==> config.mk <==
export PLATFORM = sky130hd
export DESIGN_NAME = pwrsw_top
export DESIGN_NICKNAME = d
export VERILOG_FILES = /design/src/design/pwrsw_pkg.sv /design/src/design/pwrsw_rng.sv /design/src/design/pwrsw_top.sv
export VERILOG_INCLUDE_DIRS = /design/src /design/src/design
export SDC_FILE = /design/constraint.sdc
export NUM_CORES = 1
export LEC_CHECK = 0
export BUFFER_PORTS_ARGS = -buffer_cell sky130_fd_sc_hd__buf_2
export CAP_MARGIN = 15
export CORE_ASPECT_RATIO = 0.7
export CORE_MARGIN = 5
export CORE_UTILIZATION = 40
export DETAILED_ROUTE_END_ITERATION = 10
export PLACE_DENSITY_LB_ADDON = 0.3
export SYNTH_ARGS = -nofsm -noshare
export SYNTH_HDL_FRONTEND = slang
export SYNTH_SLANG_ARGS = --single-unit
==> constraint.sdc <==
create_clock -name aclk -period 3.7 [get_ports aclk]
set_input_delay 0.185 -clock aclk [delete_from_list [all_inputs] [get_ports aclk]]
set_output_delay 0.185 -clock aclk [all_outputs]
set_load 0.05 [all_outputs]
==> src/design/pwrsw_regs.svh <==
// Register offsets, field positions, reset values and timing counts
`ifndef PWRSW_REGS_SVH
`define PWRSW_REGS_SVH

// ----------------------------------------------------------------------
// Register indices as printed, byte address is four times the index
// ----------------------------------------------------------------------
`define PWRSW_IDX_RANDOM_VALUE 16'h6105
`define PWRSW_IDX_SWITCH_CTRL 16'h6106
`define PWRSW_IDX_IRQ_STATUS 16'h6107
`define PWRSW_IDX_IRQ_MASK 16'h6108
`define PWRSW_IDX_POWER_CTRL 16'h6109
`define PWRSW_ADDR_W 18

// ----------------------------------------------------------------------
// Switch and random control fields
// ----------------------------------------------------------------------
`define PWRSW_B_HIDE_SIG 6
`define PWRSW_B_OVERLOAD 5
`define PWRSW_B_SWITCH_EN 4
`define PWRSW_B_CURLIM_OFF 3
`define PWRSW_B_FORCE_RNG 2
`define PWRSW_B_RNG_READY 1
`define PWRSW_CTRL_RESET 8'h41
`define PWRSW_CTRL_WMASK 8'h1e

// ----------------------------------------------------------------------
// Interrupt status bits and power control
// ----------------------------------------------------------------------
`define PWRSW_IRQ_RNG 0
`define PWRSW_IRQ_OVERLOAD 1
`define PWRSW_IRQ_WAKE 2
`define PWRSW_IRQ_W 3
`define PWRSW_B_SOFT_PD 0
`define PWRSW_B_WAKE_EN 1

// ----------------------------------------------------------------------
// Timing
// ----------------------------------------------------------------------
`define PWRSW_CLK_MHZ 100
`define PWRSW_RNG_NS 80
`define PWRSW_RNG_CYC ((`PWRSW_RNG_NS * `PWRSW_CLK_MHZ + 999) / 1000)
`define PWRSW_SYNC_NS 20
`define PWRSW_SYNC_CYC ((`PWRSW_SYNC_NS * `PWRSW_CLK_MHZ + 999) / 1000)

`endif

==> src/design/pwrsw_pkg.sv <==
// Types shared by the power switch and random control block
package pwrsw_pkg;
  typedef struct packed {
    logic switch_en;
    logic curlim_off;
    logic force_rng;
    logic hide_sig;
  } pwrsw_ctrl_t;

  typedef struct packed {
    logic sig_in;
    logic aux_pin;
  } pwrsw_pads_t;

  typedef enum logic [1:0] {
    PWRSW_ST_RESET = 2'b00,
    PWRSW_ST_RUN = 2'b01,
    PWRSW_ST_IDLE = 2'b10
  } pwrsw_state_t;
endpackage

==> src/design/pwrsw_rng.sv <==
// Random byte generator with run control and ready strobe
`timescale 1ns/1ns
`default_nettype none
`include "pwrsw_regs.svh"
module pwrsw_rng
  import pwrsw_pkg::*;
(
  input wire logic aclk,
  input wire logic aresetn,
  input wire logic run,
  output logic [7:0] value,
  output logic fresh
);
  localparam logic [3:0] RNG_CYC = 4'(`PWRSW_RNG_CYC);
  logic [15:0] lfsr_q, lfsr_d;
  logic [3:0] cnt_q, cnt_d;
  logic [7:0] value_q, value_d;
  logic fresh_q, fresh_d;

  // --------------------------------------------------------------------
  // LFSR steps only while run is high, one byte sampled per period
  // --------------------------------------------------------------------
  always_comb begin
    lfsr_d = lfsr_q;
    cnt_d = cnt_q;
    value_d = value_q;
    fresh_d = 1'b0;
    if (run) begin
      lfsr_d = {lfsr_q[14:0], lfsr_q[15] ^ lfsr_q[13] ^ lfsr_q[12] ^ lfsr_q[10]};
      if (cnt_q == RNG_CYC - 4'h1) begin
        cnt_d = 4'h0;
        value_d = lfsr_q[7:0];
        fresh_d = 1'b1;
      end else begin
        cnt_d = cnt_q + 4'h1;
      end
    end
  end

  always_ff @(posedge aclk) begin
    if (!aresetn) begin
      lfsr_q <= 16'hace1;
      cnt_q <= 4'h0;
      value_q <= 8'h00;
      fresh_q <= 1'b0;
    end else begin
      lfsr_q <= lfsr_d;
      cnt_q <= cnt_d;
      value_q <= value_d;
      fresh_q <= fresh_d;
    end
  end

  assign value = value_q;
  assign fresh = fresh_q;
endmodule
`default_nettype wire

==> src/design/pwrsw_top.sv <==
// Secure supply switch, random control register and AXI4-Lite slave
`timescale 1ns/1ns
`default_nettype none
`include "pwrsw_regs.svh"
module pwrsw_top
  import pwrsw_pkg::*;
(
  input wire logic aclk,
  input wire logic aresetn,
  input wire logic hard_powerdown_n,
  input wire logic por_ok,
  input wire logic [`PWRSW_ADDR_W-1:0] s_axi_awaddr,
  input wire logic s_axi_awvalid,
  output logic s_axi_awready,
  input wire logic [31:0] s_axi_wdata,
  input wire logic [3:0] s_axi_wstrb,
  input wire logic s_axi_wvalid,
  output logic s_axi_wready,
  output logic [1:0] s_axi_bresp,
  output logic s_axi_bvalid,
  input wire logic s_axi_bready,
  input wire logic [`PWRSW_ADDR_W-1:0] s_axi_araddr,
  input wire logic s_axi_arvalid,
  output logic s_axi_arready,
  output logic [31:0] s_axi_rdata,
  output logic [1:0] s_axi_rresp,
  output logic s_axi_rvalid,
  input wire logic s_axi_rready,
  input wire logic secure_sig_in,
  input wire logic aux_port_pin,
  input wire logic limiter_active,
  input wire logic contactless_rng_run,
  input wire logic wake_event,
  output logic secure_sig_int,
  output logic aux_port_int,
  output logic secure_supply_en,
  output logic inrush_limit_en,
  output logic current_sources_en,
  output logic core_idle,
  output logic irq
);
  // ----------------------------------------------------------------------
  // Local reset: bus reset, hard power-down and power-on reset combined
  // ----------------------------------------------------------------------
  // Pins are synchronised; the local reset therefore lags a pin by two cycles
  logic hpd_s1_q, hpd_s2_q, por_s1_q, por_s2_q;
  logic rst_n;
  always_ff @(posedge aclk) begin
    if (!aresetn) begin
      hpd_s1_q <= 1'b0;
      hpd_s2_q <= 1'b0;
      por_s1_q <= 1'b0;
      por_s2_q <= 1'b0;
    end else begin
      hpd_s1_q <= hard_powerdown_n;
      hpd_s2_q <= hpd_s1_q;
      por_s1_q <= por_ok;
      por_s2_q <= por_s1_q;
    end
  end
  assign rst_n = aresetn & hpd_s2_q & por_s2_q;

  // ----------------------------------------------------------------------
  // Pad synchronisers
  // ----------------------------------------------------------------------
  logic [2:0] pad_s1_q, pad_s2_q;
  always_ff @(posedge aclk) begin
    if (!rst_n) begin
      pad_s1_q <= 3'b000;
      pad_s2_q <= 3'b000;
    end else begin
      pad_s1_q <= {secure_sig_in, aux_port_pin, limiter_active};
      pad_s2_q <= pad_s1_q;
    end
  end

  // ----------------------------------------------------------------------
  // State
  // ----------------------------------------------------------------------
  pwrsw_state_t st_q, st_d;
  pwrsw_ctrl_t ctrl_q, ctrl_d;
  logic rdy_q, rdy_d;
  logic [`PWRSW_IRQ_W-1:0] ists_q, ists_d, imask_q, imask_d;
  logic wake_en_q, wake_en_d;
  logic aw_q, aw_d, w_q, w_d, b_q, b_d, r_q, r_d;
  logic [`PWRSW_ADDR_W-1:0] awa_q, awa_d;
  logic [31:0] wd_q, wd_d, rd_q, rd_d;
  logic [3:0] ws_q, ws_d;
  logic [1:0] bresp_q, bresp_d, rresp_q, rresp_d;
  logic rng_run;
  logic [7:0] rng_value;
  logic rng_fresh;
  logic overload;
  logic [7:0] ctrl_rd;
  logic wr_go, rd_go, rd_rng;
  logic [15:0] widx, ridx;

  assign overload = pad_s2_q[0];
  assign rng_run = ctrl_q.force_rng | contactless_rng_run;

  pwrsw_rng u_rng (
    .aclk(aclk),
    .aresetn(rst_n),
    .run(rng_run),
    .value(rng_value),
    .fresh(rng_fresh)
  );

  // Read-only bit 0 reads one, bit 7 zero
  assign ctrl_rd = {1'b0, ctrl_q.hide_sig, overload, ctrl_q.switch_en,
                    ctrl_q.curlim_off, ctrl_q.force_rng, rdy_q, 1'b1};

  assign widx = awa_q[17:2];
  assign ridx = s_axi_araddr[17:2];
  assign wr_go = aw_q & w_q & ~b_q;
  assign rd_go = s_axi_arvalid & ~r_q;
  assign rd_rng = rd_go && ridx == `PWRSW_IDX_RANDOM_VALUE;

  // ----------------------------------------------------------------------
  // AXI4-Lite channels
  // ----------------------------------------------------------------------
  always_comb begin
    aw_d = aw_q;
    w_d = w_q;
    b_d = b_q;
    awa_d = awa_q;
    wd_d = wd_q;
    ws_d = ws_q;
    bresp_d = bresp_q;
    r_d = r_q;
    rd_d = rd_q;
    rresp_d = rresp_q;
    if (s_axi_awvalid && !aw_q) begin
      aw_d = 1'b1;
      awa_d = s_axi_awaddr;
    end
    if (s_axi_wvalid && !w_q) begin
      w_d = 1'b1;
      wd_d = s_axi_wdata;
      ws_d = s_axi_wstrb;
    end
    if (wr_go) begin
      aw_d = 1'b0;
      w_d = 1'b0;
      b_d = 1'b1;
      bresp_d = 2'b00;
      if (widx != `PWRSW_IDX_SWITCH_CTRL && widx != `PWRSW_IDX_IRQ_STATUS &&
          widx != `PWRSW_IDX_IRQ_MASK && widx != `PWRSW_IDX_POWER_CTRL &&
          widx != `PWRSW_IDX_RANDOM_VALUE) begin
        bresp_d = 2'b10;
      end
    end else if (b_q && s_axi_bready) begin
      b_d = 1'b0;
    end
    if (rd_go) begin
      r_d = 1'b1;
      rresp_d = 2'b00;
      case (ridx)
        `PWRSW_IDX_RANDOM_VALUE: rd_d = {24'h00_0000, rng_value};
        `PWRSW_IDX_SWITCH_CTRL: rd_d = {24'h00_0000, ctrl_rd};
        `PWRSW_IDX_IRQ_STATUS: rd_d = {29'h0000_0000, ists_q};
        `PWRSW_IDX_IRQ_MASK: rd_d = {29'h0000_0000, imask_q};
        `PWRSW_IDX_POWER_CTRL: rd_d = {30'h0000_0000, wake_en_q, st_q == PWRSW_ST_IDLE};
        default: begin
          rd_d = 32'h0000_0000;
          rresp_d = 2'b10;
        end
      endcase
    end else if (r_q && s_axi_rready) begin
      r_d = 1'b0;
    end
  end

  // ----------------------------------------------------------------------
  // Control, status, interrupt and power state
  // ----------------------------------------------------------------------
  always_comb begin
    ctrl_d = ctrl_q;
    rdy_d = rdy_q;
    imask_d = imask_q;
    wake_en_d = wake_en_q;
    st_d = st_q;
    ists_d = ists_q;
    if (wr_go && ws_q[0]) begin
      case (widx)
        `PWRSW_IDX_SWITCH_CTRL: begin
          // Only writable bits are taken
          ctrl_d.hide_sig = wd_q[`PWRSW_B_HIDE_SIG];
          ctrl_d.switch_en = wd_q[`PWRSW_B_SWITCH_EN];
          ctrl_d.curlim_off = wd_q[`PWRSW_B_CURLIM_OFF];
          ctrl_d.force_rng = wd_q[`PWRSW_B_FORCE_RNG];
          if (!wd_q[`PWRSW_B_RNG_READY]) begin
            rdy_d = 1'b0;
          end
        end
        `PWRSW_IDX_IRQ_STATUS: ists_d = ists_q & ~wd_q[`PWRSW_IRQ_W-1:0];
        `PWRSW_IDX_IRQ_MASK: imask_d = wd_q[`PWRSW_IRQ_W-1:0];
        `PWRSW_IDX_POWER_CTRL: begin
          wake_en_d = wd_q[`PWRSW_B_WAKE_EN];
          if (wd_q[`PWRSW_B_SOFT_PD]) begin
            st_d = PWRSW_ST_IDLE;
          end
        end
        default: ists_d = ists_q;
      endcase
    end
    if (rd_rng) begin
      rdy_d = 1'b0;
    end
    // Set wins over any clear in the same cycle
    if (rng_fresh) begin
      rdy_d = 1'b1;
      ists_d[`PWRSW_IRQ_RNG] = 1'b1;
    end
    if (overload) begin
      ists_d[`PWRSW_IRQ_OVERLOAD] = 1'b1;
    end
    case (st_q)
      PWRSW_ST_RESET: st_d = PWRSW_ST_RUN;
      PWRSW_ST_RUN: st_d = st_d;
      PWRSW_ST_IDLE: begin
        if (wake_en_q && wake_event) begin
          st_d = PWRSW_ST_RUN;
          ists_d[`PWRSW_IRQ_WAKE] = 1'b1;
        end
      end
      default: st_d = PWRSW_ST_RESET;
    endcase
  end

  always_ff @(posedge aclk) begin
    if (!rst_n) begin
      st_q <= PWRSW_ST_RESET;
      ctrl_q <= '{switch_en: 1'b0, curlim_off: 1'b0, force_rng: 1'b0, hide_sig: 1'b1};
      rdy_q <= 1'b0;
      ists_q <= '0;
      imask_q <= '0;
      wake_en_q <= 1'b0;
      aw_q <= 1'b0;
      w_q <= 1'b0;
      b_q <= 1'b0;
      r_q <= 1'b0;
      awa_q <= '0;
      wd_q <= 32'h0000_0000;
      ws_q <= 4'h0;
      rd_q <= 32'h0000_0000;
      bresp_q <= 2'b00;
      rresp_q <= 2'b00;
    end else begin
      st_q <= st_d;
      ctrl_q <= ctrl_d;
      rdy_q <= rdy_d;
      ists_q <= ists_d;
      imask_q <= imask_d;
      wake_en_q <= wake_en_d;
      aw_q <= aw_d;
      w_q <= w_d;
      b_q <= b_d;
      r_q <= r_d;
      awa_q <= awa_d;
      wd_q <= wd_d;
      ws_q <= ws_d;
      rd_q <= rd_d;
      bresp_q <= bresp_d;
      rresp_q <= rresp_d;
    end
  end

  // ----------------------------------------------------------------------
  // Outputs
  // ----------------------------------------------------------------------
  assign s_axi_awready = ~aw_q;
  assign s_axi_wready = ~w_q;
  assign s_axi_bvalid = b_q;
  assign s_axi_bresp = bresp_q;
  assign s_axi_arready = ~r_q;
  assign s_axi_rvalid = r_q;
  assign s_axi_rdata = rd_q;
  assign s_axi_rresp = rresp_q;
  assign secure_sig_int = ctrl_q.hide_sig ? 1'b0 : pad_s2_q[2];
  assign aux_port_int = ctrl_q.hide_sig ? 1'b1 : pad_s2_q[1];
  assign secure_supply_en = ctrl_q.switch_en;
  assign inrush_limit_en = ~ctrl_q.curlim_off;
  assign current_sources_en = hpd_s2_q;
  assign core_idle = st_q == PWRSW_ST_IDLE;
  assign irq = |(ists_q & imask_q);
endmodule
`default_nettype wire

# Word-level counts from Yosys, hierarchy flattened
# Cells that the tools add are included.
[totals]
regBits = 119
input_bits = 86
out_inout_bits = 48
elab_cells = 128
[classes]
add_sub_neg = 1
n_eq_ne = 18
mux = 27
bitwise = 18
n_reduce_logical = 33
[ops]
columns = ["operator", "count"]
rows = [
  ["$eq A16 B15 Y1 const B", 9],
  ["$ne A16 B15 Y1 const B", 5],
  ["$pmux W8 S5", 1],
  ["$mux W1", 16],
  ["$reduce_and A2 Y1", 7],
  ["$mux W2", 6],
  ["$reduce_bool A2 Y1", 6],
  ["$logic_and A1 B1 Y1", 11],
  ["$and A3 B3 Y3", 2],
  ["$mux W3", 2],
  ["$not A1 Y1", 6],
  ["$pmux W2 S3", 1],
  ["$reduce_bool A3 Y1", 2],
  ["$and A1 B1 Y1", 5],
  ["$reduce_or A5 Y1", 1],
  ["$add A4 B1 Y4 const B", 1],
  ["$eq A4 B3 Y1 const B", 1],
  ["$mux W4", 1],
  ["$ne A3 B1 Y1 const B", 1],
  ["$not A3 Y3", 1],
  ["$reduce_and A3 Y1", 1],
  ["$reduce_or A3 Y1", 1],
  ["$xor A1 B1 Y1", 3],
  ["$eq A2 B1 Y1 const B", 1],
  ["5 further kinds", 6],
]

# Logic depth before layout (Yosys ltp)
# Gate-level depths: netlist (run 1).
[logic_depth]
word_depth = 6
ltp_mapped = 6
depth_no_buf = 5

# Modules after synthesis
# A second synthesis (run 1) with hierarchy kept.
[unflattened]
cells_unflattened = 407
hier_area_um2 = 3742.3
[modules_own_cells]
columns = ["module", "instances", "cells_per_inst", "area_per_inst_um2", "seq_area_each_um2"]
rows = [
  ["pwrsw_top", 1, 312, 2695.1, 1221.2],
  ["pwrsw_rng", 1, 95, 1047.3, 580.6],
]

# Worst setup path before layout (run 1)
# OpenSTA, ideal clock, no wires.
[synth_timing]
kind = "reg-to-reg"
start = "register b_q, in the netlist s_axi_bvalid"
end = "register ists_q[1]"
setup_time_ns = 0.128
arrival_ns = 1.684
slack_ns = 1.889
path_stages_with_launch = 6
n_path_buf = 0
cell_sequence = "dfxtp_1 -> and3b_1 -> nand4_4 -> or4_1 -> a21oi_1 -> nor2_1"
[synth_via]
elab_chain_cells = 5
[synth_rtl]
columns = ["element", "line", "rtl"]
rows = [
  ["from (decl)", "pwrsw_top.sv:85", "logic aw_q, aw_d, w_q, w_d, b_q, b_d, r_q, r_d;"],
  ["from (signal assigned)", "pwrsw_top.sv:241", "b_q <= 1'b0;"],
  ["from (signal assigned)", "pwrsw_top.sv:258", "b_q <= b_d;"],
  ["$not A1 Y1", "pwrsw_top.sv:115", "assign wr_go = aw_q & w_q & ~b_q;"],
  ["$and A1 B1 Y1", "pwrsw_top.sv:115", ""],
  ["$logic_and A1 B1 Y1", "pwrsw_top.sv:184", "if (wr_go && ws_q[0]) begin"],
  ["$reduce_bool A2 Y1 (no source line)", "-", ""],
  ["$reduce_and A2 Y1 (no source line)", "-", ""],
  ["to (signal assigned)", "pwrsw_top.sv:253", "ists_q <= ists_d;"],
  ["to (decl)", "pwrsw_top.sv:83", "logic [`PWRSW_IRQ_W-1:0] ists_q, ists_d, imask_q, imask_d;"],
]
# Every way passes these cells.
# A chain may end at the register's enable or synchronous reset.

# Worst setup path in the final report (run 1)
[layout_timing]
start = "register aw_q"
end = "register wake_en_q"
[layout_via]
elab_chain_cells = 4
[layout_rtl]
columns = ["element", "line", "rtl"]
rows = [
  ["from (decl)", "pwrsw_top.sv:85", ""],
  ["from (signal assigned)", "pwrsw_top.sv:256", "aw_q <= aw_d;"],
  ["$and A1 B1 Y1 (2 in a row)", "pwrsw_top.sv:115", ""],
  ["$logic_and A1 B1 Y1", "pwrsw_top.sv:184", ""],
  ["$reduce_and A2 Y1 (no source line)", "-", ""],
  ["to (signal assigned)", "pwrsw_top.sv:255", "wake_en_q <= wake_en_d;"],
  ["to (decl)", "pwrsw_top.sv:84", "logic wake_en_q, wake_en_d;"],
]
# Every way passes these cells.

==> results.md, run 1 <==
* Status: finished clean
* Netlist Area Pre-Place at 3760 um2
* Port Buf Inserts at 74
* Synth area leader: dfxtp_1
* Register area share after synthesis at 0.479
* CTS clk-pin slew, worst paths at 0.06 ns
* CP startpoint kind: flop
* Chip Width at 126 um
* Slew Limit Headroom at 0.296
* Vias per Instance at 4.84
* TritonCTS Buffers at 9
* Critical path fanouts, max at 7
* Die area at 11500 um2
* Rows at 29
* CP Capture Type: flop
* Most area-consuming cells after synthesis: dfxtp_1 48%, nand2_1 8.1%, mux2i_1 6.1%, a21oi_1 5.5%, buf_4 5.2%
* FF+latch area at 1800 um2
* Asr flop ratio synth at 0
* Fmax at 548 MHz
* Leak Pwr at 1.71 nW
* Via count at 3021
* Kind of critical path: reg2reg
* ANT cells at 0
* Post-synth top cells: 90 x dfxtp_1, 81 x nand2_1, 41 x a21oi_1
* Nets@finish at 582
* Multi-input gate area at 1750 um2
* Most used DFF post-synth: dfxtp_1
* Final ANT Viol Nets at 0
* Number of max-capacitance violations reported at 0
* Final worst slack at 1.88 ns
* TritonRoute pass-1 iters at 4
* Peak supply drop at 0.295 mV
* Share of the synthesized area in the top cell type at 0.479
* Detailed-route wire length per cell at 13.4 um
* Synth warn at 0
* Starting DRT DRC Count at 192
* PostCTS Resize Cnt at 0
* Clock Tree Buf Depth at 2
* H-tree depth at 3
* RSZ-0062 raised after global routing: no
* Final Cell Area at 4440 um2
* Layout cell share with drive strength beyond 1 at 0.212
* Fill count at 877
* Clock Skews at 0.00901 ns
* Total routed wirelength at 8390 um
* Area grow syn2layout at 18.1%
* Worst Path Required at 3.91 ns
* GRT Total Usage at 0.150
* Clk Latency, worst-skew pair at 0.34 ns
* First-pass GRT wire length at 13900 um
* Post-synth cell types at 47
* Hold Fails Final Rpt at 0
* Final min period at 1.82 ns
* Power Dens Cells at 463 nW/um2
* EDFF count, synth at 0
* # IOs at 134
* Post-CTS Hold Buffers at 0
* Actual slew at the worst max-slew pin at 1.05 ns
* Die height at 91.1 um
* Synthesized flop and latch total at 90
* Final core occ at 0.487
* Final Setup Violations at 0
* CTS tree: yes
* DRC viols at 0
* Post CTS Setup Buffer Count at 0
* Place WS at 1.88 ns
* Max-slew violations at 0
* Gr ovfl total at 0
* Initial antenna violation count at 0
* Final GP Congestion at 0.780
* Placed wire-length estimate at 6220 um
* Crit path DAT at 2.03 ns
* Final Cycle Share at 0.493
* Core area at 9110 um2
* Clock root cell: clkbuf_16
* Setup TNS at 0 ns
* Syn Inst Count at 430
* Placed Area at 4120 um2
* Design Power at 2.05 mW
* Reg-to-reg setup timing slack at 1.88 ns
* Avg Cell Area, Syn at 8.74 um2
* Initial Utilization at 0.413
* Most frequent cell after synthesis: dfxtp_1
* Vias in the first global route at 2823
* Clock sink count at 90
* Pin count of the biggest net entering global routing at 46
* Hold Crit Class: in2reg
## metal layers
| metal | GRT usage | share of wire | up-vias |
|---|---|---|---|
| met1 | 0.210 | 0.50 | 1382 |
| met5 | 0 | 0 | - |
| met2 | 0.209 | 0.40 | 102 |
| li1 | - | - | 1528 |
| met4 | 0.0455 | 0.012 | 0 |
| met3 | 0.0628 | 0.090 | 9 |
## kinds of logic after synthesis
| family | Yosys count | synth area share |
|---|---|---|
| muxes | 23 | 0.0613 |
| AOI/OAI and AO/OA | 68 | 0.105 |
| buffers and inverters | 56 | 0.0822 |
| DFF | 90 | 0.479 |
| xor gates and xnor gates | 5 | 0.0117 |
| and+or+nand+nor | 186 | 0.257 |
| other | 1 | 0.000998 |
| adders and majority gates | 1 | 0.00333 |
## critical path, cell delays in order (launching register included)
cell and delay, ns:
dfxtp_1 0.37, and3b_1 0.36, nand4_4 0.20, nor3_1 0.45, mux2i_1 0.26, nor2_1 0.07
## placed cells by master (no fill, tap or decap), types with 3 or more instances in the layout
cell type   n
inv_1       9
nand3_1    13
a22oi_1     7
or2_2       3
conb_1     26
mux2i_1    23
dfxtp_1    90
and2_1     11
xnor2_1     3
buf_2      74
nor2b_1     7
a21oi_1    41
nor2_1     39
nand2_1    81
clkbuf_8    3
o21ai_0    10
nor3_1      4
clkbuf_16   9
nor3b_1     4
## registers in the layout, indices dropped and copies added (netlist names), 2 cells and up
signal and count:
ctrl_q 3, awa_q 16, s_axi_rdata 8, imask_q 3, st_q 2, wd_q 6
u_rng.lfsr_q 16, u_rng.value 8, pad_s2_q 3, pad_s1_q 3, u_rng.cnt_q 4, ists_q 3
## per-stage QoR
stage	instances	hold slack [ns]
final	624	0.0469
after global routing	624	0.0423
after CTS	624	0.0330
after detailed placement	608	0.389
after global placement	608	0.388
after floorplan	455	0.307
## final cells by class
cell class / instances / share of cell area
clock buffers: 12 / 0.0601
clock inverters: 4 / 0.0110
inverters: 9 / 0.00761
multi-input cells: 309 / 0.394
flip-flops and latches: 90 / 0.406
well taps: 124 / 0.0350
repair buffers: 76 / 0.0868
## where the power goes
part,internal (mW),switching [mW]
Combinational,0.0354,0.103
Clock,0.577,0.365
Sequential,0.972,0.00168
Total,1.58,0.470
## worst paths after layout
| path | startpoint | to | depth (start not counted) |
|---|---|---|---|
| max reg2reg | aw_q | wake_en_q | 5 |
| max | aw_q | wake_en_q | 5 |
| min | limiter_active | pad_s1_q[0] | 2 |
| min reg2reg | pad_s1_q[1] | pad_s2_q[1] | 1 |
No activity file was read; power rests on OpenSTA's default activity.
==> run 2, diff against run 1 <==
- ABC_AREA: unset -> 1
- clock period: 3.7 -> 1.8 ns (I/O delays scaled with it)
==> run 2 against run 1 <==
  * Setup slack worse by 1.7 ns
  * Wire length increased by 10%
  * Global-route usage increased by 0.90 points
  * Synthesized area increased by 4.1%
  * Register-to-register slack worse by 1.7 ns
  * Sequential share of layout area decreased by 3.4 points
  * Count of clock-buffer cells in the layout increased by 2
  * Flip-flop and latch count stayed put
  * First-iteration DRC count rose by 54%
  * Via count rose by 17%
  * Die area is 3.7% higher
  * Cell count rose by 22%
  * Highest routed layer unchanged
==> results.md, run 2 <==
* Status: finished clean (unchanged)
* Clk Latency, worst-skew pair at 0.34 ns (about the same)
* Starting DRT DRC Count at 295 (was 192)
* Most area-consuming cells after synthesis: dfxtp_1 46%, nor2_1 8.3%, nand2_1 7.5%, o21ai_0 6.4%, inv_1 5.9% (was dfxtp_1 48%, nand2_1 8.1%, mux2i_1 6.1%, a21oi_1 5.5%, buf_4 5.2%)
* Cell total after placement at 724 (was 608)
* Placed wire-length estimate at 6630 um (was 6220 um)
* Clock Tree Buf Depth at 2 (unchanged)
* Power Dens Cells at 848 nW/um2 (was 463 nW/um2)
* Hold Fails Final Rpt at 0 (unchanged)
* Chip Width at 128 um (was 126 um)
* CTS tree: yes (unchanged)
* H-tree depth at 3 (unchanged)
* Port Buf Inserts at 74 (unchanged)
* Final core occ at 0.505 (was 0.487)
* Clock sink count at 90 (unchanged)
* Synthesized flop and latch total at 90 (unchanged)
* Fmax at 605 MHz (was 548 MHz)
* Hold Crit Class: in2reg (unchanged)
* First-pass GRT wire length at 15200 um (was 13900 um)
* Most frequent cell after synthesis: dfxtp_1 (unchanged)
* Vias per Instance at 4.64 (was 4.84)
* Final Setup Violations at 0 (unchanged)
* Synth area leader: dfxtp_1 (unchanged)
* Commonest cells after routing, fill and taps aside: 89 x dfxtp_1, 86 x nor2_1, 78 x nand2_1 (was 90 x dfxtp_1, 81 x nand2_1, 74 x buf_2)
* Design Power at 4.12 mW (was 2.05 mW)
* Worst Path Required at 2.03 ns (was 3.91 ns)
* Final GP Congestion at 0.856 (was 0.780)
* Nets@finish at 717 (was 582)
* Final Cycle Share at 0.918 (was 0.493)
* DRC viols at 0 (unchanged)
* Register area share after synthesis at 0.460 (was 0.479)
* Total routed wirelength at 9230 um (was 8390 um)
* Final ANT Viol Nets at 0 (unchanged)
* Final min period at 1.65 ns (was 1.82 ns)
* TritonCTS Buffers at 9 (unchanged)
* FF+latch area at 1800 um2 (about the same)
* Asr flop ratio synth at 0 (unchanged)
* Gr ovfl total at 0 (unchanged)
* Die area at 11900 um2 (was 11500 um2)
* EDFF count, synth at 0 (unchanged)
* Synth warn at 0 (unchanged)
* Post-synth top cells: 90 x dfxtp_1, 87 x nor2_1, 78 x nand2_1 (was 90 x dfxtp_1, 81 x nand2_1, 41 x a21oi_1)
* Vias in the first global route at 3200 (was 2823)
* Clock Skews at 0.00592 ns (was 0.00901 ns)
* TritonRoute pass-1 iters at 5 (was 4)
* CTS clk-pin slew, worst paths at 0.06 ns (about the same)
* GRT Total Usage at 0.159 (was 0.150)
* Crit path DAT at 1.88 ns (was 2.03 ns)
* Number of max-capacitance violations reported at 0 (unchanged)
* Via count at 3538 (was 3021)
* Fill count at 917 (was 877)
* ANT cells at 0 (unchanged)
* # IOs at 134 (unchanged)
* Leak Pwr at 2.17 nW (was 1.71 nW)
* Slew Limit Headroom at 0.660 (was 0.296)
* CP Capture Type: flop (unchanged)
* Initial antenna violation count at 0 (unchanged)
* Syn Inst Count at 534 (was 430)
* Pin count of the biggest net entering global routing at 37 (was 46)
* Most used DFF post-synth: dfxtp_1 (unchanged)
* Actual slew at the worst max-slew pin at 0.510 ns (was 1.05 ns)
* Post-synth cell types at 35 (was 47)
* CP startpoint kind: flop (unchanged)
* Layout cell share with drive strength beyond 1 at 0.186 (was 0.212)
* Multi-input gate area at 1690 um2 (was 1750 um2)
* Max-slew violations at 0 (unchanged)
* Avg Cell Area, Syn at 7.33 um2 (was 8.74 um2)
* Kind of critical path: reg2reg (unchanged)
* Registers with the most flip-flops: awa_q: 16 flops, u_rng.lfsr_q: 16 flops (unchanged)
* Area grow syn2layout at 24.0% (was 18.1%)
* Die height at 92.8 um (was 91.1 um)
* Peak supply drop at 0.620 mV (was 0.295 mV)
* Initial Utilization at 0.407 (was 0.413)
* Rows at 30 (was 29)
* Detailed-route wire length per cell at 12.1 um (was 13.4 um)
* Critical path fanouts, max at 12 (was 7)
* Non-filler instance count after layout at 762 (was 624)
* Clock root cell: clkbuf_16 (unchanged)
* Most common cell after layout, fill and taps aside: dfxtp_1 (unchanged)
* Share of the synthesized area in the top cell type at 0.460 (was 0.479)
* Core area at 9610 um2 (was 9110 um2)
* Netlist Area Pre-Place at 3910 um2 (was 3760 um2)
## run 2: path summary, 6_finish.rpt
| check | from | to | slack, ns | cells past startpoint |
|---|---|---|---|---|
| max reg2reg | aw_q | awa_q[9] | 0.15 | 4 |
| min reg2reg | pad_s1_q[0] | pad_s2_q[0] | 0.41 | 2 |
| max | aw_q | awa_q[9] | 0.15 | 4 |
| min | s_axi_wdata[4] | wd_q[4] | 0.004 | 3 |
## run 2: logic make-up (layout without fill, tap and decap cells)
kind of cell | count (synthesis) | in the layout | share of synthesized area
AO/OA/AOI/OAI | 96 | 96 | 0.126
XOR/XNOR | 5 | 5 | 0.0112
adder cells (fa/ha/maj) | 1 | 1 | 0.00320
buffers and inverters | 109 | 184 | 0.133
flip-flops | 90 | 90 | 0.460
other | 1 | 26 | 0.000958
AND/OR/NAND/NOR | 232 | 232 | 0.266
## run 2: cell type report
type                    count  share of cell area
flip-flops and latches     90               0.371
multi-input cells         360               0.348
repair buffers            102               0.134
clock buffers              14              0.0585
inverters                  66              0.0531
well taps                 128              0.0330
clock inverters             1             0.00155
repair inverters            1             0.00103
## run 2: per-layer routing
layer / track usage / wire [um]
met1: 0.225 / 4270
met2: 0.231 / 3870
met3: 0.0519 / 1010
met4: 0.0424 / 74
met5: 0 / 0
## run 2: critical path: stages, from the launching register on
cell        delay (ns)
dfxtp_1           0.35
nor2_2            0.44
clkinvlp_2        0.50
nor2_1            0.19
nor2_1            0.06
## run 2: stage by stage
step | worst slack, ns | instance area (um2) | setup TNS (ns) | hold WS [ns]
floorplan | 0.0895 | 4010 | 0 | 0.183
global placement | 0.0790 | 4330 | 0 | 0.272
detailed placement | 0.0462 | 4330 | 0 | 0.281
CTS | 0.0388 | 4830 | 0 | 0.00481
global route | -0.00133 | 4850 | -0.00133 | 0.00763
finish | 0.148 | 4850 | 0 | 0.00375
## run 2: report_power, final
group / total [mW] / switching (mW) / internal (mW)
Sequential: 2.00 / 0.00336 / 2.00
Clock: 1.80 / 0.719 / 1.08
Combinational: 0.315 / 0.220 / 0.0957
## run 2: timing repair
action | CTS | global route
hold buffers | 21 | 1
endpoints found under the hold margin | 20 | 1
buffers inserted | 0 | 0
gates resized for setup | 0 | 2
setup endpoints to repair | 0 | 11
==> run 3, diff against run 2 <==
- SYNTH_HIERARCHICAL: unset -> 1
==> run 3 against run 2 <==
  * Cell count increased by 2.5%
  * Design area rose by 1.8%
  * Clock power barely moved
  * Setup slack better by 0.16 ns
  * Critical path type unchanged
==> results.md, run 3 <==
* Most used DFF post-synth: dfxtp_1 (unchanged)
* Synth area leader: dfxtp_1 (unchanged)
* Max-slew violations at 0 (unchanged)
* R2r startpoint: awa_q[6] (was aw_q)
* CP Capture Type: flop (unchanged)
* Vias in the first global route at 3396 (was 3200)
* Gr ovfl total at 0 (unchanged)
* EDFF count, synth at 0 (unchanged)
* Final min period at 1.49 ns (was 1.65 ns)
* Synthesized flop and latch total at 90 (unchanged)
* Kind of critical path: reg2reg (unchanged)
* Final ANT Viol Nets at 0 (unchanged)
* Fill count at 955 (was 917)
* Layout cell share with drive strength beyond 1 at 0.219 (was 0.186)
* Final Cycle Share at 0.829 (was 0.918)
* Detailed-route wire length per cell at 12.0 um (was 12.1 um)
* Final Setup Violations at 0 (unchanged)
* CP startpoint kind: flop (unchanged)
* Synth warn at 6 (was 0)
* Hold Crit Class: in2reg (unchanged)
* Asr flop ratio synth at 0 (unchanged)
* Netlist Area Pre-Place at 4070 um2 (was 3910 um2)
* Core area at 9800 um2 (was 9610 um2)
* RR Endpoint: imask_q[1] (was awa_q[9])
* Syn Inst Count at 556 (was 534)
* Via count at 3646 (was 3538)
* Number of max-capacitance violations reported at 0 (unchanged)
* Initial antenna violation count at 0 (unchanged)
* Worst Path Required at 2.04 ns (was 2.03 ns)
* Clock root cell: clkbuf_16 (unchanged)
* Worst Hold Depth at 3 (unchanged)
* Port Buf Inserts at 74 (unchanged)
* Post-synth cell types at 38 (was 35)
* Starting DRT DRC Count at 212 (was 295)
* CP peak stage delay at 0.30 ns (was 0.50 ns)
* Register area share after synthesis at 0.443 (was 0.460)
* Reg-to-reg setup timing slack at 0.31 ns (was 0.15 ns)
* CP cell instances: nor2_1 > nand3_2 > inv_2 > nand4_1 > nor2_4 > nand2_2 > nor2_1 > nor2_1 (was nor2_2 > clkinvlp_2 > nor2_1 > nor2_1)
* CTS tree: yes (unchanged)
* Post-synth top cells: 104 x nand2_1, 90 x dfxtp_1, 75 x nor2_1 (was 90 x dfxtp_1, 87 x nor2_1, 78 x nand2_1)
* Vias per Instance at 4.67 (was 4.64)
* HP Start: aresetn (was s_axi_wdata[4])
* First-pass GRT wire length at 15900 um (was 15200 um)
* Slew Limit Headroom at 0.570 (was 0.660)
* Clk Latency, worst-skew pair at 0.34 ns (about the same)
* CTS clk-pin slew, worst paths at 0.06 ns (about the same)
* Area grow syn2layout at 21.5% (was 24.0%)
* TritonRoute pass-1 iters at 4 (was 5)
* Pin count of the biggest net entering global routing at 26 (was 37)
* TritonCTS Buffers at 9 (unchanged)
* Power Dens Cells at 837 nW/um2 (was 848 nW/um2)
* Fmax at 670 MHz (was 605 MHz)
* Hold Fails Final Rpt at 0 (unchanged)
* H-tree depth at 3 (unchanged)
* RSZ-0062 raised after global routing: no
* Share of the synthesized area in the top cell type at 0.443 (was 0.460)
* Crit path DAT at 1.73 ns (was 1.88 ns)
* Clock Skews at 0.00808 ns (was 0.00592 ns)
* Most used cell, CP: nor2_1 (unchanged)
* Clock sink count at 90 (unchanged)
* CP delay by family, top: simple AND/OR/NAND/NOR gates (unchanged)
* Clock Tree Buf Depth at 2 (unchanged)
* Leak Pwr at 2.21 nW (was 2.17 nW)
* Chip Width at 130 um (was 128 um)
* Most common cell after layout, fill and taps aside: nand2_1 (was dfxtp_1)
* Rows at 30 (unchanged)
* GRT Total Usage at 0.161 (was 0.159)
* Critical Path Slowest Stage Cell: dfxtp_1 (was clkinvlp_2)
* R2R depth at 8 (was 4)
* Actual slew at the worst max-slew pin at 0.644 ns (was 0.510 ns)
* Die height at 94.3 um (was 92.8 um)
* Setup TNS at 0 ns (unchanged)
* Total routed wirelength at 9410 um (was 9230 um)
* Most frequent cell after synthesis: nand2_1 (was dfxtp_1)
* Peak supply drop at 0.495 mV (was 0.620 mV)
* # IOs at 134 (unchanged)
* Worst path bufs/invs at 1 (unchanged)
* Status: finished clean (unchanged)
* Registers with the most flip-flops: awa_q: 16 flops, u_rng/lfsr_q: 16 flops (was awa_q: 16 flops, u_rng.lfsr_q: 16 flops)
* Die area at 12300 um2 (was 11900 um2)
* Hold Path End: hpd_s1_q (was wd_q[4])
* Placed wire-length estimate at 7160 um (was 6630 um)
* Most area-consuming cells after synthesis: dfxtp_1 44%, nand2_1 9.6%, nor2_1 6.9%, nand3_1 5.8%, o21ai_0 5.0% (was dfxtp_1 46%, nor2_1 8.3%, nand2_1 7.5%, o21ai_0 6.4%, inv_1 5.9%)
* Commonest cells after routing, fill and taps aside: 104 x nand2_1, 89 x dfxtp_1, 75 x nor2_1 (was 89 x dfxtp_1, 86 x nor2_1, 78 x nand2_1)
* Avg Cell Area, Syn at 7.31 um2 (was 7.33 um2)
* Initial Utilization at 0.415 (was 0.407)
* Final core occ at 0.504 (was 0.505)
* Nets@finish at 735 (was 717)
* Critical path fanouts, max at 6 (was 12)
* ANT cells at 0 (unchanged)
* Final GP Congestion at 0.835 (was 0.856)
* DRC viols at 0 (unchanged)
==> run 3: cell count changes after synthesis, sizes merged, moves of 4 or more <==
cell    change
clkbuf      -5
nand4       -5
nand3      +18
nor2       -10
buf         +4
nand2      +27
o21ai       -8
==> run 3: kinds of logic after synthesis <==
| kind of cell | share of synthesized area |
|---|---|
| buf+inv | 0.133 |
| flops | 0.443 |
| fa+ha+maj | 0.00308 |
| compound gates | 0.114 |
| other cells | 0.000922 |
| simple gates | 0.306 |
==> run 3: worst max-delay path by stage <==
stage | startpoint | end | cells after the start
floorplan | s_axi_rvalid | s_axi_rdata[6] | 8
global placement | awa_q[6] | imask_q[1] | 8
detailed placement | awa_q[6] | imask_q[1] | 8
CTS | awa_q[6] | imask_q[1] | 8
global route | awa_q[6] | imask_q[2] | 8
finish | awa_q[6] | imask_q[1] | 8
==> run 3: area by class of cell <==
cell class | instances | area, um2 | area share
clock buffer | 12 | 267 | 0.0540
clock inverter | 4 | 25.0 | 0.00507
inverter | 70 | 267 | 0.0540
multi-input combinational | 379 | 1820 | 0.368
sequential | 90 | 1800 | 0.365
tap | 128 | 160 | 0.0324
timing repair buffer | 98 | 601 | 0.122
==> run 3: through the flow <==
stage               cells  worst slack [ns]  area, um2  power [mW]  hold slack, ns
finish                781             0.308       4940        4.13          0.0164
global route          781             0.193       4940        4.29          0.0258
CTS                   781             0.317       4940        4.17         0.00523
detailed placement    750             0.331       4500        2.34           0.276
global placement      750             0.368       4500        2.33           0.270
floorplan             581            0.0496       4160        2.29           0.183
==> run 3: where the power goes <==
| group | internal [mW] | switching [mW] | leakage, nW |
|---|---|---|---|
| sequential | 2.00 | 0.00408 | 0.726 |
| clock | 1.04 | 0.771 | 0.141 |
| combinational | 0.0919 | 0.224 | 1.34 |
==> run 3: tightest hold or removal path, stage by stage <==
cell and delay [ns]:
buf_2 0.14, nand2_1 0.06, inv_1 0.04
==> run 3: timing repair <==
action	4_1_cts	5_1_grt
setup endpoints to repair	0	0
endpoints found under the hold margin	15	0
setup buffers	0	0
hold buffers	15	0
gates resized for setup	0	0
==> run 3: metal layers <==
layer	track usage	routed length (um)
met1	0.225	4700
met3	0.0430	758
met2	0.238	3860
met4	0.0599	88
met5	0	0
